## config.mk

```make
export PLATFORM = sky130hd
export DESIGN_NAME = cms_ctrl
export DESIGN_NICKNAME = d
export VERILOG_FILES = /design/src/verilog/cms_pkg.sv /design/src/verilog/cms_ctrl.sv
export SDC_FILE = /design/constraint.sdc
export NUM_CORES = 1
export LEC_CHECK = 0
export BUFFER_PORTS_ARGS = -buffer_cell sky130_fd_sc_hd__buf_4
export CORE_MARGIN = 1.5
export CORE_UTILIZATION = 45
export CTS_CLUSTER_SIZE = 14
export DETAILED_ROUTE_END_ITERATION = 16
export PLACE_DENSITY = 0.73
export REMOVE_ABC_BUFFERS = 1
export SLEW_MARGIN = 25
export SYNTH_ARGS = -nofsm -noshare
export SYNTH_HDL_FRONTEND = slang
export SYNTH_SLANG_ARGS = --single-unit
```

## constraint.sdc

```tcl
create_clock -name clk -period 1.4 [get_ports clk]
set_input_delay 0.07 -clock clk [delete_from_list [all_inputs] [get_ports clk]]
set_output_delay 0.07 -clock clk [all_outputs]
set_load 0.01 [all_outputs]
```

## src/verilog/cms_pkg.sv

```systemverilog
// constants and types for the comparator mux and status control block
package cms_pkg;
    // ------------------------------------------------------------
    // register indices (byte address is four times the index)
    // ------------------------------------------------------------
    localparam logic [7:0] CMS_IDX_CTRL   = 8'h00;
    localparam logic [7:0] CMS_IDX_MUX    = 8'h02;
    localparam logic [7:0] CMS_IDX_REF    = 8'h04;
    localparam logic [7:0] CMS_IDX_INTCTL = 8'h06;
    localparam logic [7:0] CMS_IDX_STATUS = 8'h07;
    localparam int         CMS_ADDR_W     = 12;

    // ------------------------------------------------------------
    // field positions
    // ------------------------------------------------------------
    localparam int CMS_CTRL_ENABLE = 0;
    localparam int CMS_CTRL_HYS_LO = 1;
    localparam int CMS_CTRL_LPMODE = 3;
    localparam int CMS_CTRL_EDG_LO = 4;
    localparam int CMS_CTRL_PAD_OUTPUT_ENABLE  = 6;
    localparam int CMS_CTRL_RUNSTB = 7;
    localparam int CMS_MUX_NEG_LO  = 0;
    localparam int CMS_MUX_POS_LO  = 3;
    localparam int CMS_MUX_INVERT  = 7;
    localparam int CMS_IRQ_BIT     = 0;
    localparam int CMS_STATE_BIT   = 4;

    // ------------------------------------------------------------
    // reset values and masks of writable bits
    // ------------------------------------------------------------
    localparam logic [7:0] CMS_CTRL_RST   = 8'h00;
    localparam logic [7:0] CMS_MUX_RST    = 8'h00;
    localparam logic [7:0] CMS_REF_RST    = 8'hff;
    localparam logic [7:0] CMS_INTCTL_RST = 8'h00;
    localparam logic [7:0] CMS_MUX_WMASK  = 8'h9b;
    localparam logic [7:0] CMS_INT_WMASK  = 8'h01;

    // ------------------------------------------------------------
    // edge selection codes and negative input code for the reference
    // ------------------------------------------------------------
    typedef enum logic [1:0] {
        CMS_EDGE_ANY  = 2'b00,
        CMS_EDGE_RSVD = 2'b01,
        CMS_EDGE_FALL = 2'b10,
        CMS_EDGE_RISE = 2'b11
    } cms_edge_e;
    localparam logic [1:0] CMS_NEG_REF    = 2'b11;
    localparam int         CMS_STATE_DLY  = 3;
endpackage
```

## src/verilog/cms_ctrl.sv

```systemverilog
// comparator mux, reference code, status and interrupt control with apb access
//
// Design decision made here: register access over APB.
`timescale 1ns/1ps

module cms_ctrl (
    input  wire logic                             clk,
    input  wire logic                             rst,
    input  wire logic                             psel,
    input  wire logic                             penable,
    input  wire logic                             pwrite,
    input  wire logic [cms_pkg::CMS_ADDR_W-1:0]   paddr,
    input  wire logic [31:0]                      pwdata,
    output logic      [31:0]                      prdata,
    output logic                                  pready,
    output logic                                  pslverr,
    input  wire logic                             cmp_raw,
    output logic                                  cmp_enable,
    output logic                                  cmp_low_power,
    output logic                                  cmp_run_standby,
    output logic      [1:0]                       cmp_hysteresis,
    output logic      [1:0]                       positive_input_select,
    output logic      [1:0]                       negative_input_select,
    output logic                                  negative_ref_selected,
    output logic      [7:0]                       reference_level_code,
    output logic                                  cmp_event_out,
    output logic                                  pad_out,
    output logic                                  pad_oe,
    output logic                                  irq
);
    import cms_pkg::*;

    // ------------------------------------------------------------
    // register state
    // ------------------------------------------------------------
    logic [7:0] ctrl_r;
    logic [7:0] mux_r;
    logic [7:0] ref_r;
    logic [7:0] intctl_r;
    logic       flag_r;
    logic       sync1_r;
    logic       sync2_r;
    logic       state_r;
    logic       prev_r;
    logic       en_d_r;
    logic [7:0] idx;
    logic       setup;
    logic       wr_acc;
    logic       mapped;
    logic       edge_hit;
    logic       flag_nxt;
    logic [7:0] status;
    logic [7:0] rd_nxt;

    assign idx    = paddr[9:2];
    assign setup  = psel && !penable;
    assign wr_acc = psel && penable && pready && pwrite;
    assign status = {3'b000, state_r, 3'b000, flag_r};

    // address decode, unmapped indices answer with an error
    always_comb begin
        mapped = 1'b1;
        rd_nxt = 8'h00;
        case (idx)
            CMS_IDX_CTRL:   rd_nxt = ctrl_r;
            CMS_IDX_MUX:    rd_nxt = mux_r;
            CMS_IDX_REF:    rd_nxt = ref_r;
            CMS_IDX_INTCTL: rd_nxt = intctl_r;
            CMS_IDX_STATUS: rd_nxt = status;
            default:        mapped = 1'b0;
        endcase
        if (paddr[CMS_ADDR_W-1:10] != '0) begin
            mapped = 1'b0;
            rd_nxt = 8'h00;
        end
    end

    // ------------------------------------------------------------
    // apb slave: one wait-free access cycle after each setup cycle
    // ------------------------------------------------------------
    // answer is registered so prdata, pready and pslverr come from flops
    always_ff @(posedge clk) begin
        if (rst) begin
            pready  <= 1'b0;
            pslverr <= 1'b0;
            prdata  <= 32'h0000_0000;
        end else begin
            pready  <= setup;
            pslverr <= setup && !mapped;
            prdata  <= (setup && !pwrite) ? {24'h00_0000, rd_nxt} : 32'h0000_0000;
        end
    end

    // control register: enable, hysteresis, low power, edges, pad, standby
    always_ff @(posedge clk) begin
        if (rst) begin
            ctrl_r <= CMS_CTRL_RST;
        end else if (wr_acc && mapped && idx == CMS_IDX_CTRL) begin
            ctrl_r <= pwdata[7:0];
        end
    end

    // input select register, unused bits 6:5 and 2 stay zero
    always_ff @(posedge clk) begin
        if (rst) begin
            mux_r <= CMS_MUX_RST;
        end else if (wr_acc && mapped && idx == CMS_IDX_MUX) begin
            mux_r <= pwdata[7:0] & CMS_MUX_WMASK;
        end
    end

    always_ff @(posedge clk) begin
        if (rst) begin
            ref_r <= CMS_REF_RST;
        end else if (wr_acc && mapped && idx == CMS_IDX_REF) begin
            ref_r <= pwdata[7:0];
        end
    end

    // interrupt enable, masks only the irq output; the status flag sets regardless
    always_ff @(posedge clk) begin
        if (rst) begin
            intctl_r <= CMS_INTCTL_RST;
        end else if (wr_acc && mapped && idx == CMS_IDX_INTCTL) begin
            intctl_r <= pwdata[7:0] & CMS_INT_WMASK;
        end
    end

    // ------------------------------------------------------------
    // comparator level path
    // ------------------------------------------------------------
    // two-flop synchroniser; the raw result is asynchronous to clk
    always_ff @(posedge clk) begin
        if (rst) begin
            sync1_r <= 1'b0;
            sync2_r <= 1'b0;
        end else begin
            sync1_r <= cmp_raw;
            sync2_r <= sync1_r;
        end
    end

    // inversion after the synchroniser; off comparator reads low
    always_ff @(posedge clk) begin
        if (rst) begin
            state_r <= 1'b0;
            prev_r  <= 1'b0;
            en_d_r  <= 1'b0;
        end else begin
            state_r <= ctrl_r[CMS_CTRL_ENABLE] && (sync2_r ^ mux_r[CMS_MUX_INVERT]);
            prev_r  <= state_r;
            en_d_r  <= ctrl_r[CMS_CTRL_ENABLE];
        end
    end

    // edge select; the reserved code sets nothing
    // edges from the inverted synchronised level, only once enabled
    always_comb begin
        case (cms_edge_e'(ctrl_r[CMS_CTRL_EDG_LO +: 2]))
            CMS_EDGE_ANY:  edge_hit = state_r ^ prev_r;
            CMS_EDGE_FALL: edge_hit = prev_r && !state_r;
            CMS_EDGE_RISE: edge_hit = state_r && !prev_r;
            default:       edge_hit = 1'b0;
        endcase
        edge_hit = edge_hit && en_d_r && ctrl_r[CMS_CTRL_ENABLE];
    end

    // write one clears, a same-cycle edge wins
    always_comb begin
        flag_nxt = flag_r;
        if (wr_acc && mapped && idx == CMS_IDX_STATUS && pwdata[CMS_IRQ_BIT]) begin
            flag_nxt = 1'b0;
        end
        if (edge_hit) begin
            flag_nxt = 1'b1;
        end
    end

    // interrupt flag register
    always_ff @(posedge clk) begin
        if (rst) begin
            flag_r <= 1'b0;
        end else begin
            flag_r <= flag_nxt;
        end
    end

    // ------------------------------------------------------------
    // outputs to the analog core, pad and event consumers
    // ------------------------------------------------------------
    // enable and analog settings, input selects
    always_ff @(posedge clk) begin
        if (rst) begin
            cmp_enable            <= 1'b0;
            cmp_low_power         <= 1'b0;
            cmp_run_standby       <= 1'b0;
            cmp_hysteresis        <= 2'b00;
            positive_input_select <= 2'b00;
            negative_input_select <= 2'b00;
            negative_ref_selected <= 1'b0;
            reference_level_code  <= CMS_REF_RST;
        end else begin
            cmp_enable            <= ctrl_r[CMS_CTRL_ENABLE];
            cmp_low_power         <= ctrl_r[CMS_CTRL_LPMODE];
            cmp_run_standby       <= ctrl_r[CMS_CTRL_RUNSTB];
            cmp_hysteresis        <= ctrl_r[CMS_CTRL_HYS_LO +: 2];
            positive_input_select <= mux_r[CMS_MUX_POS_LO +: 2];
            negative_input_select <= mux_r[CMS_MUX_NEG_LO +: 2];
            negative_ref_selected <= mux_r[CMS_MUX_NEG_LO +: 2] == CMS_NEG_REF;
            reference_level_code  <= ref_r;
        end
    end

    // one level feeds event and pad; pad driven when control bit 6 (pad output enable) is set
    // level interrupt while flag and enable both hold
    always_ff @(posedge clk) begin
        if (rst) begin
            cmp_event_out <= 1'b0;
            pad_out       <= 1'b0;
            pad_oe        <= 1'b0;
            irq           <= 1'b0;
        end else begin
            cmp_event_out <= state_r;
            pad_out       <= state_r;
            pad_oe        <= ctrl_r[CMS_CTRL_PAD_OUTPUT_ENABLE];
            irq           <= flag_r && intctl_r[CMS_IRQ_BIT];
        end
    end
endmodule

```

==> metrics.txt, run 1 <==
Gate Count Post-Synth=242; Hold WC Path Type=input port to register; DRT iter0 DRCs=108; Nets=360; worst path cell trace=and4_2, and4_1, buf_4, mux2i_1, nor2_1; maxcap violations=0; CP endpoint kind=register; peak fanout along the critical path=5; final hold vios=0; Area contributors post-synth=dfxtp_1 (49%), mux2i_1 (9.8%), buf_4 (8.3%); Die X=75.19 µm; area growth from synthesis to layout=29.19%; RD Place Congestion=0.8044; Arr. time, crit path=1.54 ns; pin count of the biggest net entering global routing=45; post-route ant nets=0; Via-to-Cell Ratio=4.608; # DRC=0; core region area=5075 µm²; TritonRoute pass-1 iters=4; CTS Buf Count=9; chip height=75.19 µm; number of synthesized flops with an enable pin=0; Fillers=451; post-synth top area cell=dfxtp_1; vias in the first global route=1522; Pleak=1.378 nW; Critical Path RT=1.62 ns; Site Rows=26; hold path cells=3; port buffer count=55; syn_area_per_cell=9.689 µm²; Final Slew Violations=0; latest clock arrival within the worst-skew pair=0.32 ns; Mapped Area=2345 µm²; sequential area share after synthesis=48.67%; commonest cells in the netlist=dfxtp_1 (57), nor2_1 (39), buf_4 (26), mux2i_1 (23), nor2b_1 (13); fin crit share=94.56%; post-synth cell types=38; initial core utilization=46.20%; Synth Flop Type=dfxtp_1; number of setup violations in the final report=0; Setup Skew=0.004068 ns; slowest stage cell, crit path=dfxtp_1; asr flop ratio synth=0%; Clock transition at path regs=0.06 ns; CTS tree=done; Final min period=1.324 ns; Pwr Density=1082 nW/µm²; Routed WL=4582 µm; Total Power=3.278 mW; initial antenna violation count=0; Setup CP Type=register to register; run status=finished clean; RSZ-0062 raised after global routing=false; f_max=755.4 MHz; Post-Layout Cell Count=383; startpoint type of the worst setup path=register; CTS Root Cell=clkbuf_8; grt ovf=0; clk buf depth=2; share of cells above drive strength 1=30.03%; H-tree depth=3; n_diodes=0; setup TNS=0 ns; Die Area=5653 µm²; global-route wire length before repair=7072 µm; Avg WL per Cell=11.96 µm; post-DP HPWL=3118 µm; Yosys reg bits=57; clock sinks=57; IO Pins=106; Yosys top cell area share=48.67%; Setup Fix Bufs, Post-CTS=0; peak supply drop=0.5875 mV; routed via count=1765; depth of the most critical reg-to-reg path=5; Max stage delay on crit path=0.32 ns; Ys Warns=0; most numerous cell in the Yosys netlist=dfxtp_1; total track usage=17.17%; placed cells=360
[stage by stage]
step           setup WS (ns)  hold slack, ns  utilization, %  cell area, µm²
2_1_floorplan        0.09065          0.1367               -            2187
3_3_place_gp         0.01626          0.2827           54.49            2765
3_5_place_dp        0.006600          0.2872           54.49            2765
4_1_cts              0.03860       0.0004624           59.66            3028
5_1_grt             0.004343         0.01172           59.69            3029
6_report             0.07616         0.01178           59.69            3029
[cells in the final DEF, fill, tap and decap left out, types with 3 or more instances in the layout]
master | synthesis | routed
nor4_2 | 3 | 3
nor3_1 | 7 | 7
a21oi_1 | 12 | 12
dlygate4sd3_1 | 0 | 7
inv_1 | 4 | 4
mux2i_1 | 23 | 23
conb_1 | 1 | 24
nor2b_1 | 13 | 13
or2_2 | 8 | 8
buf_4 | 26 | 60
dfxtp_1 | 57 | 57
nand2_1 | 6 | 6
nor4_1 | 3 | 3
clkbuf_8 | 0 | 13
nor2_1 | 39 | 39
[power breakdown]
group / switching [mW] / internal [mW] / leakage [nW]
Clock: 0.589 / 0.830 / 0.102
Combinational: 0.130 / 0.100 / 0.815
Sequential: 0.00149 / 1.63 / 0.460
Total: 0.721 / 2.56 / 1.38
[layer usage]
layer	part of all wire [%]	vias to the layer above	track usage, %
met3	7.5	8	6.292
li1	-	892	-
met2	48	62	26.75
met5	0	-	0
met1	43	803	21.22
met4	1.5	0	7.937
[cells by family after synthesis]
kind of cell               share of synthesized area (%)
muxes                                              9.819
DFF                                                48.67
xor gates and xnor gates                          0.3736
other                                             0.1599
buffers and inverters                              11.05
and+or+nand+nor                                    23.27
adders and majority gates                          1.067
AOI/OAI and AO/OA                                  5.603
[state kept, by name, indices dropped and copies added, names as in the netlist, 2 cells and up]
register / flops
negative_input_select: 2
reference_level_code: 8
cmp_hysteresis: 2
prdata: 8
ctrl_r: 8
positive_input_select: 2
ref_r: 8
mux_r: 5
[path summary, 6_finish.rpt]
path / slack, ns / end / from
worst max-delay path: 0.08 / mux_r[1] / pready
worst min-delay path: 0.01 / ctrl_r[1] / pwdata[1]
worst max register to register: 0.08 / mux_r[1] / pready
worst min register to register: 0.45 / irq / intctl_r[0]
[worst max-delay path, delay by kind of cell, from the launching register on]
| family | cells | cell delay, ns |
|---|---|---|
| AND/OR/NAND/NOR | 3 | 0.54 |
| flip-flops | 1 | 0.32 |
| multiplexers | 1 | 0.21 |
| buffers and inverters | 1 | 0.16 |
[area by class of cell]
type	count	area (µm²)	share of cell area (%)
clock buffer	14	182.7	6.031
inverter	4	15.01	0.4957
multi-input combinational	167	1032	34.08
clock inverter	2	10.01	0.3304
sequential	57	1141	37.67
tap	70	87.58	2.891
timing repair buffer	69	560.5	18.50
[repair_timing]
item                                   CTS  global route
resized for setup                        0             1
setup endpoints to repair                0             3
hold buffers                             7             0
endpoints found under the hold margin    9             0
Note: power is estimated with default switching activity, not from simulation.
==> run 2: changes to the inputs <==
--- a/config.mk
+++ b/config.mk
@@ -6,11 +6,11 @@
 export NUM_CORES = 1
 export LEC_CHECK = 0
 export BUFFER_PORTS_ARGS = -buffer_cell sky130_fd_sc_hd__buf_4
-export CORE_MARGIN = 1.5
+export CORE_MARGIN = 1
 export CORE_UTILIZATION = 45
 export CTS_CLUSTER_SIZE = 14
 export DETAILED_ROUTE_END_ITERATION = 16
-export PLACE_DENSITY = 0.73
+export PLACE_DENSITY_LB_ADDON = 0.25
 export REMOVE_ABC_BUFFERS = 1
 export SLEW_MARGIN = 25
 export SYNTH_ARGS = -nofsm -noshare
==> run 2 against run 1 <==
Setup slack better by 0.0097 ns; first-iteration DRC count up 0.93%; critical path depth unchanged; clock-buffer cell count down 4; flip-flop and latch count unchanged; utilization up 1.5 points; sequential power about the same; register-to-register slack about the same; clock skew up 0.0032 ns; design area down 1.4%; wire length up 3.5%.
==> metrics.txt, run 2 (synthesis gave the netlist of run 1 again) <==
Arr. time, crit path=1.52 ns (-0.02 ns); CTS Root Cell=clkbuf_8; CTS tree=done; Die X=74.19 µm (-1.3%); Crit. Startpoint=pready; port buffer count=55 (unchanged); slowest stage cell, crit path=dfxtp_1; H-tree depth=3 (unchanged); RSZ-0062 raised after global routing=false; Routed WL=4743 µm (+3.5%); R2R Path End=mux_r[1]; Pleak=1.354 nW (-1.7%); grt ovf=0 (unchanged); share of cells above drive strength 1=29.49% (-0.54 points); Setup Skew=0.007221 ns (+0.003152 ns); clk buf depth=2 (unchanged); latest clock arrival within the worst-skew pair=0.33 ns (about the same); Fillers=447 (-0.89%); leading cell type in the layout, fill and taps excluded=buf_4; Final Cell Area=2985 µm² (-1.4%); DRT iter0 DRCs=109 (+0.93%); number of setup violations in the final report=0 (unchanged); Nets=361 (+0.28%); Clock transition at path regs=0.06 ns (about the same); Hold WC Path Type=input port to register; IO Pins=106 (unchanged); initial core utilization=48.05% (+1.8 points); fin crit share=93.86% (-0.70 points); Via-to-Cell Ratio=4.744 (+2.9%); commonest non-fill, non-tap cells in the layout=buf_4 (60), dfxtp_1 (57), nor2_1 (39), conb_1 (24), mux2i_1 (23); TritonRoute pass-1 iters=4 (unchanged); Setup CP Type=register to register; peak fanout along the critical path=5 (unchanged); maxcap violations=0 (unchanged); final hold vios=0 (unchanged); post-DP HPWL=3324 µm (+6.6%); Site Rows=25 (-3.8%); final worst slack=0.08590 ns (+0.009732 ns); vias in the first global route=1618 (+6.3%); depth of the most critical reg-to-reg path=5 (unchanged); Avg WL per Cell=12.51 µm (+4.6%); clock sinks=57 (unchanged); placed cells=357 (-0.83%); chip height=74.19 µm (-1.3%); Critical Path RT=1.61 ns (about the same); Final min period=1.314 ns (-0.009732 ns); Pwr Density=1030 nW/µm² (-4.9%); storage element area=1141 µm² (unchanged); reg2reg start=pready; CTS Buf Count=9 (unchanged); Max stage delay on crit path=0.34 ns (+0.02 ns); fin util=61.18% (+1.5 points); pin count of the biggest net entering global routing=40 (-11%); post-route ant nets=0 (unchanged); CP endpoint kind=register; area occupied by multi-input gates=1033 µm² (+0.12%); Die Area=5503 µm² (-2.6%); worst path cell trace=and4_4, and4_1, buf_6, mux2i_1, nor2_1; Critical path buffers and inverters=1 (unchanged); startpoint type of the worst setup path=register; total track usage=19.07% (+1.9 points); pre-CTS setup slack=0.01596 ns (+0.009362 ns); r2r setup slk=0.09 ns (about the same); instance count on the critical path=5 (unchanged); area growth from synthesis to layout=27.32%; placed cell areas=2749 µm² (-0.59%); Worst Hold Launch=pwdata[0]; # DRC=0 (unchanged); n_diodes=0 (unchanged); Post-Layout Cell Count=379 (-1.0%); family with the most delay on the worst path=simple AND/OR/NAND/NOR gates; setup TNS=0 ns (unchanged); run status=finished clean; core region area=4880 µm² (-3.8%); routed via count=1798 (+1.9%); initial antenna violation count=0 (unchanged); f_max=761.0 MHz (+0.74%); crit path to=mux_r[1]; global-route wire length before repair=7562 µm (+6.9%); RD Place Congestion=0.8110 (+0.82%); peak supply drop=0.7718 mV (+31%); Final Slew Violations=0 (unchanged)
-- run 2: cell count changes in the layout (fill, tap and decap cells not counted) --
cell,delta
clkinv_2,+1
and4_2,-1
buf_12,-1
clkbuf_8,-4
clkinvlp_4,+1
and4_4,+1
dlygate4sd3_1,+1
buf_6,+1
-- run 2: worst min-delay path by stage --
stage                           end  slack, ns  cells past startpoint
after global placement      sync1_r       0.28                      2
after CTS                 ctrl_r[0]      0.004                      3
after floorplan             pad_out       0.14                      1
final                     ctrl_r[0]       0.03                      3
after global routing      ctrl_r[0]       0.01                      3
after detailed placement    sync1_r       0.29                      2
-- run 2: what timing repair did --
action	4_1_cts	5_1_grt
hold buffers	8	0
endpoints found under the hold margin	15	0
gates resized for setup	0	3
setup buffers	0	0
endpoints found under the setup margin	0	6
-- run 2: worst register-to-register path: stages, from the launching register on --
cell and delay [ns]:
dfxtp_1 0.34, and4_4 0.26, and4_1 0.21, buf_6 0.15
mux2i_1 0.19, nor2_1 0.05
-- run 2: power by group --
| group | switching (mW) | internal [mW] | total (mW) |
|---|---|---|---|
| clock network | 0.608 | 0.611 | 1.22 |
| registers | 0.00173 | 1.63 | 1.63 |
| logic | 0.128 | 0.0982 | 0.226 |
-- run 2: layout make-up --
type | instances | area share [%]
Clock buffer | 10 | 4.275
Sequential cell | 57 | 38.22
Tap cell | 67 | 2.808
Inverter | 4 | 0.5029
Timing Repair Buffer | 70 | 18.82
Multi-Input combinational cell | 167 | 34.62
Clock inverter | 4 | 0.7544
-- run 2: layer usage --
metal,vias up,routed length [µm],global-route usage [%]
met4,0,69,9.188
met1,829,2049,22.70
met5,-,0,0
li1,895,-,-
met3,6,339,7.046
met2,68,2284,30.40
-- run 2: per-stage QoR --
step | power, mW | hold slack, ns
after floorplan | 1.746 | 0.1367
after detailed placement | 1.872 | 0.2893
final | 3.074 | 0.02746
after CTS | 3.120 | 0.004018
after global placement | 1.871 | 0.2843
after global routing | 3.214 | 0.01187
